File: src/common/tadc_map.svh
// Timing counts, field positions and fixed codes of the touch ADC control block
`ifndef TADC_MAP_SVH
`define TADC_MAP_SVH

// ----------------------------------------------------------------
// Serial frame timing, in serial-clock edges counted from the start bit
// ----------------------------------------------------------------
`define TADC_ACQ_START_EDGE  5'd5
`define TADC_ACQ_EDGES       5'd3
`define TADC_RES_BITS        12
`define TADC_TRAIL_BITS      5'd3
`define TADC_CTRL_BITS       3'd7
`define TADC_CNT_W           5

// ----------------------------------------------------------------
// Control field layout after the start bit, first bit received first
// ----------------------------------------------------------------
`define TADC_CTRL_ADDR_MSB   6
`define TADC_CTRL_ADDR_LSB   4
`define TADC_CTRL_WIDTH_BIT  3
`define TADC_CTRL_REF_BIT    2
`define TADC_CTRL_PD1_BIT    1
`define TADC_CTRL_PD0_BIT    0

// ----------------------------------------------------------------
// Fixed codes
// ----------------------------------------------------------------
// Identity code returned in its test address; value is arbitrary
`define TADC_ID_CODE         12'h5a3
`define TADC_FIFO_DEPTH      4
`define TADC_KEEP_ON_PD      2'h3

`endif

File: src/common/tadc_pkg.sv
// Types shared by the touch ADC control block
`default_nettype none
package tadc_pkg;

	// ----------------------------------------------------------------
	// Frame sequencer states
	// ----------------------------------------------------------------
	typedef enum logic [1:0] {
		ST_IDLE  = 2'b00,
		ST_FRAME = 2'b01,
		ST_CONV  = 2'b10,
		ST_TRAIL = 2'b11
	} tadc_state_t;

	// ----------------------------------------------------------------
	// Input channel, equal to the channel address
	// ----------------------------------------------------------------
	typedef enum logic [2:0] {
		CH_DIODE0   = 3'b000,
		CH_XPOS     = 3'b001,
		CH_BATTERY  = 3'b010,
		CH_PRESS1   = 3'b011,
		CH_PRESS2   = 3'b100,
		CH_YPOS     = 3'b101,
		CH_AUX      = 3'b110,
		CH_DIODE1   = 3'b111
	} tadc_chan_t;

	// ----------------------------------------------------------------
	// Reference node sources
	// ----------------------------------------------------------------
	typedef enum logic [2:0] {
		REF_VREF = 3'b000,
		REF_GND  = 3'b001,
		REF_XP   = 3'b010,
		REF_XN   = 3'b011,
		REF_YP   = 3'b100,
		REF_YN   = 3'b101
	} tadc_ref_t;

	// ----------------------------------------------------------------
	// Control word: address, width, reference mode, power bits
	// ----------------------------------------------------------------
	typedef struct packed {
		tadc_chan_t addr;
		logic       width8;
		logic       ref_mode_sel;
		logic       power_ctrl_bit1;
		logic       power_ctrl_bit0;
	} tadc_ctrl_t;

	// ----------------------------------------------------------------
	// Analog switch and reference setting
	// ----------------------------------------------------------------
	typedef struct packed {
		tadc_chan_t mux;
		logic       x_drv_p;
		logic       x_drv_n;
		logic       y_drv_p;
		logic       y_drv_n;
		tadc_ref_t  ref_p;
		tadc_ref_t  ref_n;
	} tadc_sw_t;

endpackage
`default_nettype wire

File: src/logic/tadc_ctrl.sv
// Touch ADC serial control, channel decode, conversion sequencing and result path
`include "tadc_map.svh"
`default_nettype none
module tadc_ctrl #(
	parameter int           RES_W   = `TADC_RES_BITS,
	parameter int           DEPTH   = `TADC_FIFO_DEPTH,
	parameter logic [11:0]  ID_CODE = `TADC_ID_CODE
) (
	// System
	input  wire logic                REF_CLK,
	input  wire logic                SRST,
	// Serial port from the host
	input  wire logic                CS_N,
	input  wire logic                CONVERSION_SERIAL_CLOCK,
	input  wire logic                CMD_IN,
	output logic                     DATA_OUT,
	output logic                     DATA_OUT_OE_N,
	output logic                     BUSY,
	output logic                     BUSY_OE_N,
	// Open-drain pen interrupt
	output logic                     PEN_TOUCH_IRQ_O,
	output logic                     PEN_TOUCH_IRQ_OE_N,
	// Analog front end
	input  wire logic                COMP_IN,
	input  wire logic                PEN_TOUCH,
	input  wire logic                DIODE0_SENSE,
	input  wire logic                DIODE1_SENSE,
	output tadc_pkg::tadc_sw_t       SWITCHES,
	output logic                     TRACK,
	output logic [RES_W-1:0]         SAR_TRIAL,
	// Result stream
	output logic                     RESULT_VALID,
	output logic [RES_W-1:0]         RESULT_DATA,
	input  wire logic                RESULT_READY
);
	// ----------------------------------------------------------------
	// Frame timing
	// ----------------------------------------------------------------
	localparam int CW = `TADC_CNT_W;
	localparam logic [CW-1:0] ACQ_START = `TADC_ACQ_START_EDGE;
	localparam logic [CW-1:0] ACQ_END   = `TADC_ACQ_START_EDGE + `TADC_ACQ_EDGES;
	localparam logic [CW-1:0] CONV_END  = ACQ_END + CW'(RES_W);
	localparam logic [CW-1:0] TRAIL_END = CONV_END + `TADC_TRAIL_BITS;
	localparam int ACQ_END_I  = int'(ACQ_END);
	localparam int CONV_END_I = int'(CONV_END);

	typedef struct packed {
		tadc_pkg::tadc_state_t st;
		logic                  sclk_q;
		logic [CW-1:0]         fcnt;
		logic [2:0]            rcnt;
		tadc_pkg::tadc_ctrl_t  ctrl;
		tadc_pkg::tadc_sw_t    sw;
		logic                  track;
		logic                  dout;
		logic                  dout_oe_n;
		logic                  busy;
		logic                  busy_oe_n;
		logic                  pen_oe_n;
		logic                  push;
	} tadc_st_t;

	tadc_st_t           r;
	tadc_st_t           next_r;
	logic               rise;
	logic               fall;
	logic               keep_on;
	logic               sar_start;
	logic               sar_step;
	logic               sar_bit;
	logic               id_mode;
	logic               test0;
	logic               test1;
	logic               fifo_ready;
	logic               drv_off;
	tadc_pkg::tadc_sw_t cfg;
	logic [RES_W-1:0]   trial;

	// ----------------------------------------------------------------
	// Channel decode
	// ----------------------------------------------------------------
	function automatic tadc_pkg::tadc_sw_t decode_sw(input tadc_pkg::tadc_chan_t a, input logic single);
		tadc_pkg::tadc_sw_t s;
		s       = '0;
		s.mux   = a;
		s.ref_p = tadc_pkg::REF_VREF;
		s.ref_n = tadc_pkg::REF_GND;
		case (a)
			tadc_pkg::CH_XPOS: begin
				s.y_drv_p = 1'b1;
				s.y_drv_n = 1'b1;
				if (!single) begin
					s.ref_p = tadc_pkg::REF_YP;
					s.ref_n = tadc_pkg::REF_YN;
				end
			end
			tadc_pkg::CH_PRESS1, tadc_pkg::CH_PRESS2: begin
				s.y_drv_p = 1'b1;
				s.x_drv_n = 1'b1;
				if (!single) begin
					s.ref_p = tadc_pkg::REF_YP;
					s.ref_n = tadc_pkg::REF_XN;
				end
			end
			tadc_pkg::CH_YPOS: begin
				s.x_drv_p = 1'b1;
				s.x_drv_n = 1'b1;
				if (!single) begin
					s.ref_p = tadc_pkg::REF_XP;
					s.ref_n = tadc_pkg::REF_XN;
				end
			end
			default: begin
				s.x_drv_p = 1'b0;
			end
		endcase
		return s;
	endfunction

	// ----------------------------------------------------------------
	// Sequencer
	// ----------------------------------------------------------------
	always_comb begin
		next_r        = r;
		next_r.push   = 1'b0;
		next_r.sclk_q = CONVERSION_SERIAL_CLOCK;
		// Serial clock is a synchronous pin; its edges pace the frame states below, while deselect and pen detection act on every REF_CLK cycle
		rise      = CONVERSION_SERIAL_CLOCK && !r.sclk_q;
		fall      = !CONVERSION_SERIAL_CLOCK && r.sclk_q;
		sar_start = 1'b0;
		sar_step  = 1'b0;
		keep_on   = ({r.ctrl.power_ctrl_bit1, r.ctrl.power_ctrl_bit0} == `TADC_KEEP_ON_PD);
		cfg       = decode_sw(r.ctrl.addr, r.ctrl.ref_mode_sel);
		id_mode   = !r.ctrl.ref_mode_sel && (r.ctrl.addr == tadc_pkg::CH_AUX);
		// Test routing waits for the whole control word, else a single-ended frame glitches the pin
		test0     = !r.ctrl.ref_mode_sel && (r.ctrl.addr == tadc_pkg::CH_DIODE0) && (r.st != tadc_pkg::ST_IDLE)
			&& (r.rcnt == `TADC_CTRL_BITS);
		test1     = !r.ctrl.ref_mode_sel && (r.ctrl.addr == tadc_pkg::CH_DIODE1) && (r.st != tadc_pkg::ST_IDLE)
			&& (r.rcnt == `TADC_CTRL_BITS);
		drv_off   = !(r.sw.x_drv_p || r.sw.x_drv_n || r.sw.y_drv_p || r.sw.y_drv_n);
		if (CS_N) begin
			// Deselect aborts any frame and floats both outputs
			next_r.st        = tadc_pkg::ST_IDLE;
			next_r.dout_oe_n = 1'b1;
			next_r.busy_oe_n = 1'b1;
			next_r.busy      = 1'b0;
			next_r.dout      = 1'b0;
			next_r.track     = 1'b0;
			if (!keep_on)
				next_r.sw = '0;
		end else begin
			next_r.dout_oe_n = 1'b0;
			next_r.busy_oe_n = 1'b0;
			case (r.st)
				tadc_pkg::ST_IDLE: begin
					// A full result queue refuses the start bit rather than lose a word
					if (rise && CMD_IN && fifo_ready) begin
						next_r.st   = tadc_pkg::ST_FRAME;
						next_r.fcnt = '0;
						next_r.rcnt = '0;
						next_r.ctrl = '0;
					end
				end
				tadc_pkg::ST_FRAME: begin
					// Reference mode bit lands after tracking starts, so follow it while tracking
					if (r.track)
						next_r.sw = cfg;
					if (rise && (r.rcnt < `TADC_CTRL_BITS)) begin
						next_r.ctrl[3'(`TADC_CTRL_BITS - 3'd1 - r.rcnt)] = CMD_IN;
						next_r.rcnt = r.rcnt + 3'd1;
					end
					if (fall) begin
						next_r.fcnt = r.fcnt + 1'b1;
						if (next_r.fcnt == ACQ_START) begin
							next_r.track = 1'b1;
							next_r.sw    = cfg;
						end
						if (next_r.fcnt == ACQ_END) begin
							next_r.track = 1'b0;
							next_r.busy  = 1'b1;
							next_r.st    = tadc_pkg::ST_CONV;
							sar_start    = 1'b1;
							// Single-ended needs the panel only while tracking
							if (r.ctrl.ref_mode_sel && !keep_on)
								next_r.sw = '0;
							else
								next_r.sw = cfg;
						end
					end
				end
				tadc_pkg::ST_CONV: begin
					if (fall) begin
						next_r.fcnt = r.fcnt + 1'b1;
						sar_step    = 1'b1;
						next_r.dout = sar_bit;
						if (next_r.fcnt == CONV_END) begin
							next_r.busy = 1'b0;
							next_r.push = 1'b1;
							next_r.st   = tadc_pkg::ST_TRAIL;
							if (!keep_on)
								next_r.sw = '0;
						end
					end
				end
				tadc_pkg::ST_TRAIL: begin
					if (fall) begin
						next_r.fcnt = r.fcnt + 1'b1;
						next_r.dout = 1'b0;
						if (next_r.fcnt == TRAIL_END)
							next_r.st = tadc_pkg::ST_IDLE;
					end
				end
				default: begin
					next_r.st = tadc_pkg::ST_IDLE;
				end
			endcase
		end
		// Pen detection only makes sense with the panel drivers released
		if (test0)
			next_r.pen_oe_n = DIODE0_SENSE;
		else if (test1)
			next_r.pen_oe_n = DIODE1_SENSE;
		else
			next_r.pen_oe_n = !(PEN_TOUCH && drv_off);
	end

	always_ff @(posedge REF_CLK) begin
		if (SRST) begin
			r           <= '0;
			r.dout_oe_n <= 1'b1;
			r.busy_oe_n <= 1'b1;
			r.pen_oe_n  <= 1'b1;
		end else begin
			r <= next_r;
		end
	end

	// ----------------------------------------------------------------
	// Converter and result queue
	// ----------------------------------------------------------------
	tadc_sar #(
		.W          (RES_W)
	) u_sar (
		.clk        (REF_CLK),
		.srst       (SRST),
		.start      (sar_start),
		.step       (sar_step),
		.comp       (COMP_IN),
		.force_en   (id_mode),
		.force_code (ID_CODE),
		.trial      (trial),
		.cur_bit    (sar_bit)
	);

	tadc_fifo #(
		.W          (RES_W),
		.DEPTH      (DEPTH)
	) u_fifo (
		.clk        (REF_CLK),
		.srst       (SRST),
		.in_valid   (r.push),
		.in_data    (trial),
		.in_ready   (fifo_ready),
		.out_valid  (RESULT_VALID),
		.out_data   (RESULT_DATA),
		.out_ready  (RESULT_READY)
	);

	assign DATA_OUT           = r.dout;
	assign DATA_OUT_OE_N      = r.dout_oe_n;
	assign BUSY               = r.busy;
	assign BUSY_OE_N          = r.busy_oe_n;
	assign PEN_TOUCH_IRQ_O    = 1'b0;
	assign PEN_TOUCH_IRQ_OE_N = r.pen_oe_n;
	assign SWITCHES           = r.sw;
	assign TRACK              = r.track;
	assign SAR_TRIAL          = trial;
endmodule
`default_nettype wire

File: src/logic/tadc_fifo.sv
// Result FIFO with registered read data and valid/ready on both sides
`default_nettype none
module tadc_fifo #(
	parameter int W     = 12,
	parameter int DEPTH = 4
) (
	// Clock and reset
	input  wire logic         clk,
	input  wire logic         srst,
	// Fill side
	input  wire logic         in_valid,
	input  wire logic [W-1:0] in_data,
	output logic              in_ready,
	// Drain side
	output logic              out_valid,
	output logic [W-1:0]      out_data,
	input  wire logic         out_ready
);
	localparam int AW = (DEPTH > 1) ? $clog2(DEPTH) : 1;

	typedef struct packed {
		logic [DEPTH-1:0][W-1:0] mem;
		logic [AW:0]             cnt;
		logic [AW-1:0]           wp;
		logic [AW-1:0]           rp;
		logic                    ov;
		logic [W-1:0]            od;
	} tadc_fifo_st_t;

	tadc_fifo_st_t r;
	tadc_fifo_st_t next_r;
	logic          push;
	logic          load;

	always_comb begin
		next_r   = r;
		in_ready = (r.cnt != (AW+1)'(DEPTH));
		push     = in_valid && in_ready;
		// Output register refills whenever it empties or is being taken
		load     = (r.cnt != '0) && (!r.ov || out_ready);
		if (r.ov && out_ready)
			next_r.ov = 1'b0;
		if (load) begin
			next_r.ov = 1'b1;
			next_r.od = r.mem[r.rp];
			next_r.rp = (r.rp == AW'(DEPTH - 1)) ? '0 : r.rp + 1'b1;
		end
		if (push) begin
			next_r.mem[r.wp] = in_data;
			next_r.wp        = (r.wp == AW'(DEPTH - 1)) ? '0 : r.wp + 1'b1;
		end
		next_r.cnt = r.cnt + (AW+1)'(push) - (AW+1)'(load);
	end

	always_ff @(posedge clk) begin
		if (srst)
			r <= '0;
		else
			r <= next_r;
	end

	assign out_valid = r.ov;
	assign out_data  = r.od;
endmodule
`default_nettype wire

File: src/logic/tadc_sar.sv
// Successive approximation register with a forced-code path
`default_nettype none
module tadc_sar #(
	parameter int W = 12
) (
	// Clock and reset
	input  wire logic         clk,
	input  wire logic         srst,
	// Sequencing
	input  wire logic         start,
	input  wire logic         step,
	// Decision source
	input  wire logic         comp,
	input  wire logic         force_en,
	input  wire logic [W-1:0] force_code,
	// Trial code and the bit being decided
	output logic [W-1:0]      trial,
	output logic              cur_bit
);
	localparam int IW = $clog2(W);

	typedef struct packed {
		logic [W-1:0]  trial;
		logic [IW-1:0] idx;
	} tadc_sar_st_t;

	tadc_sar_st_t r;
	tadc_sar_st_t next_r;

	always_comb begin
		next_r  = r;
		// Comparator high means the input lies at or above the trial code
		cur_bit = force_en ? force_code[r.idx] : comp;
		if (start) begin
			next_r.trial = {1'b1, {(W-1){1'b0}}};
			next_r.idx   = IW'(W - 1);
		end else if (step) begin
			next_r.trial[r.idx] = cur_bit;
			if (r.idx != '0) begin
				next_r.trial[r.idx - 1'b1] = 1'b1;
				next_r.idx                 = r.idx - 1'b1;
			end
		end
	end

	always_ff @(posedge clk) begin
		if (srst)
			r <= '0;
		else
			r <= next_r;
	end

	assign trial = r.trial;
endmodule
`default_nettype wire

File: config.mk
export PLATFORM = sky130hd
export DESIGN_NAME = tadc_ctrl
export DESIGN_NICKNAME = d
export VERILOG_FILES = /design/src/common/tadc_pkg.sv /design/src/logic/tadc_ctrl.sv /design/src/logic/tadc_fifo.sv /design/src/logic/tadc_sar.sv
export VERILOG_INCLUDE_DIRS = /design/src /design/src/common
export SDC_FILE = /design/constraint.sdc
export NUM_CORES = 1
export LEC_CHECK = 0
export BUFFER_PORTS_ARGS = -buffer_cell sky130_fd_sc_hd__buf_2
export CAP_MARGIN = 40
export CORE_ASPECT_RATIO = 1.4
export CORE_MARGIN = 1.5
export CORE_UTILIZATION = 55
export DETAILED_ROUTE_END_ITERATION = 8
export PLACE_DENSITY = 0.84
export SYNTH_ARGS = -nofsm -noshare
export SYNTH_HDL_FRONTEND = slang
export SYNTH_SLANG_ARGS = --single-unit
File: constraint.sdc
create_clock -name REF_CLK -period 7.2 [get_ports REF_CLK]
set_clock_uncertainty 0.15 [all_clocks]
set_input_delay 0 -clock REF_CLK [delete_from_list [all_inputs] [get_ports REF_CLK]]
set_output_delay 0 -clock REF_CLK [all_outputs]
set_load 0.005 [all_outputs]
==> impl_metrics.ini <==
[power]
powerDensity_nw_per_um2 = 272
peakVddDrop_mv = 0.187
power_mw = 1.82
p_leak_nw = 2.47

[drt]
drt_iter0_drc = 398
wirelength_um = 14000
detail-route-antenna-nets = 0
viasPerCell = 5.95
wl_per_cell_um = 16.3
drc = 0
num_vias = 5135
first_pass_iters = 5

[clock_tree]
cts_resized = 0
worst_skew_pair.late_latency_ns = 0.42
clkSinkCount = 120
clock_path_buffers = 2
clk_pin_slew_ns = 0.06
postCtsSetupBuffers = 0
cts_buffers = 17
htree_levels = 4
cts_tree = yes
cts-root-buf = clkbuf_16

[yosys]
synth.distinct_cells = 78
netlist_area_um2 = 6010
synth-seq-cells = 120
async_flop_share_pct = 0
synth_edf_count = 0
syn_inst = 714
synthesis.nets = 742
syn_avg_cell_area_um2 = 8.41
yosysWarnings = 0
synth_seq_area_share_pct = 40.0
synth_ff_type = dfxtp_1

[cells_and_area]
areaGrowthSynthToFinish_pct = 11.5
instances_no_fill = 863
final_nets = 737
multi_input_area_um2 = 3030
diodes = 0
layout.area.seq_um2 = 2400
fillers = 893
drive_above_1_share_pct = 16.5

[global_routing]
grt_pass1_wl_um = 23300
antenna_found_initial = 0
grt_max_degree = 89
grtUsageTotal_pct = 25.0
overflow = 0
first_global_vias = 4949

[setup_path]
worstPathArrival_ns = 3.17
worst_setup_path_end_kind = register
cp_max_fo = 16
critPathKind = register to register
start_kind = register
required_ns = 7.31

[flow_run]
cap_violations = 0

[floorplanning]
die_w_um = 91.3
initial_core_util_pct = 55.9
die-area_um2 = 11600
num_io_pins = 55
die_y_um = 127
placementRows = 45
core_area_um2 = 10800

[place]
routabilityCongestion = 0.866
port_buffers = 53
dp_cells = 824
dp_slack_ns = 4.20
dp.final_hpwl_um = 9410

[timing]
max_freq_mhz = 327
setup_viol = 0
finalMaxSlewViolations = 0
min_period_ns = 3.06
timing.final.crit_share_pct = 42.5
setup_slack_ns = 4.14
worstMarginPinSlew_ns = 0.928
hold_slack_ns = 0.118
max_slew_margin_pct = 38.1
rsz0062_at_grt = no
setup_tns_ns = 0
hold_viol_final = 0

[status]
status = finished clean

[min_path]
worstHoldPathType = input pin to register
==> cells by family (layout without fill, tap and decap cells) <==
group	Yosys count	count (layout)	synth area share [%]
muxes	16	16	5.19
and+or+nand+nor	279	279	22.6
xor gates and xnor gates	3	3	0.563
other	1	1	0.0624
AOI/OAI and AO/OA	169	169	18.2
adders and majority gates	18	18	3.87
buffers and inverters	108	116	9.54
DFF	120	120	40.0
==> report_power, final <==
part	total, mW	switching [mW]	internal [mW]
clock	0.916	0.316	0.601
sequential	0.710	0.0294	0.680
combinational	0.195	0.114	0.0808
==> cell usage after synthesis, drive strengths merged (6+ instances only) <==
master | n | share of area (%)
o21ai | 18 | 1.6
nand3 | 58 | 4.8
dfxtp | 120 | 40
mux4 | 12 | 4.5
buf | 53 | 6.1
nor2 | 35 | 2.3
a21oi | 95 | 8.1
nand3b | 6 | 0.96
a31oi | 6 | 0.62
inv | 20 | 1.2
or3 | 8 | 0.83
a22o | 7 | 1.0
ha | 17 | 3.5
nor3 | 15 | 1.3
nand2 | 118 | 7.4
clkbuf | 33 | 2.1
nor2b | 13 | 1.4
==> critical path, stage by stage, from the launching register on <==
cell and delay [ns]:
dfxtp_1 0.34, nor3_1 0.28, a21o_1 0.41, inv_1 0.32, ha_1 0.37, inv_1 0.04, ha_1 0.20, fa_1 0.41
xnor2_1 0.17, xnor2_1 0.14, nor2_1 0.06
==> metal layers <==
layer	global-route usage, %	vias to the layer above	share of wire (%)
li1	-	2457	-
met2	46.1	215	53
met1	27.6	2431	39
met3	5.28	32	5.9
met5	0	-	0
met4	10.0	0	2.4
==> timing repair <==
action                                  4_1_cts  5_1_grt
hold buffers                                  7        0
endpoints found under the setup margin        0        0
endpoints found under the hold margin        15        0
==> layout make-up <==
class	instances	area share (%)
Multi-Input combinational cell	486	45.3
Tap cell	141	2.64
Sequential cell	120	35.9
Clock buffer	19	6.77
Inverter	22	1.23
Timing Repair Buffer	62	5.34
Clock inverter	13	2.86
==> cell usage in the layout (no fill, tap or decap), types with 5 or more instances in the layout <==
cell           count
a211oi_1           5
a21oi_1           94
a22o_1             7
a31oi_1            6
buf_2             53
clkbuf_16         17
dfxtp_1          120
dlygate4sd3_1      7
ha_1              17
inv_1             19
mux4_2            12
nand2_1          118
nand2b_1           5
nand3_1           58
nand3b_1           5
nor2_1            34
nor2b_1           12
nor3_1            14
o21ai_0           15
or3_1              8
==> per-stage QoR <==
| stage | util [%] | cell area (µm²) |
|---|---|---|
| after detailed placement | 55.6 | 5980 |
| final | 62.3 | 6700 |
| after global placement | 55.5 | 5970 |
| after global routing | 62.3 | 6700 |
| after CTS | 62.3 | 6700 |
| after floorplan | - | 6010 |
==> flip-flops by register name, indices dropped and copies added, names as in the netlist <==
signal	flops
BUSY	1
DATA_OUT	1
DATA_OUT_OE_N	1
PEN_TOUCH_IRQ_OE_N	1
SWITCHES	13
TRACK	1
cfg	3
r	15
u_fifo.out_data	12
u_fifo.out_valid	1
u_fifo.r	55
u_sar.r	4
u_sar.trial	12
==> worst paths after layout <==
check | startpoint | slack [ns] | end | cells after the start
worst min-delay path | SRST | 0.12 | r[31]$_SDFFE_PP0P_ | 3
worst max-delay path | u_fifo.r[18]$_SDFF_PP0_ | 4.14 | u_fifo.r[19]$_SDFF_PP0_ | 10
worst min register to register | u_fifo.r[44]$_SDFFE_PP0P_ | 0.30 | u_fifo.r[44]$_SDFFE_PP0P_ | 2
worst max register to register | u_fifo.r[18]$_SDFF_PP0_ | 4.14 | u_fifo.r[19]$_SDFF_PP0_ | 10
Note: power is estimated with default switching activity, not from simulation.
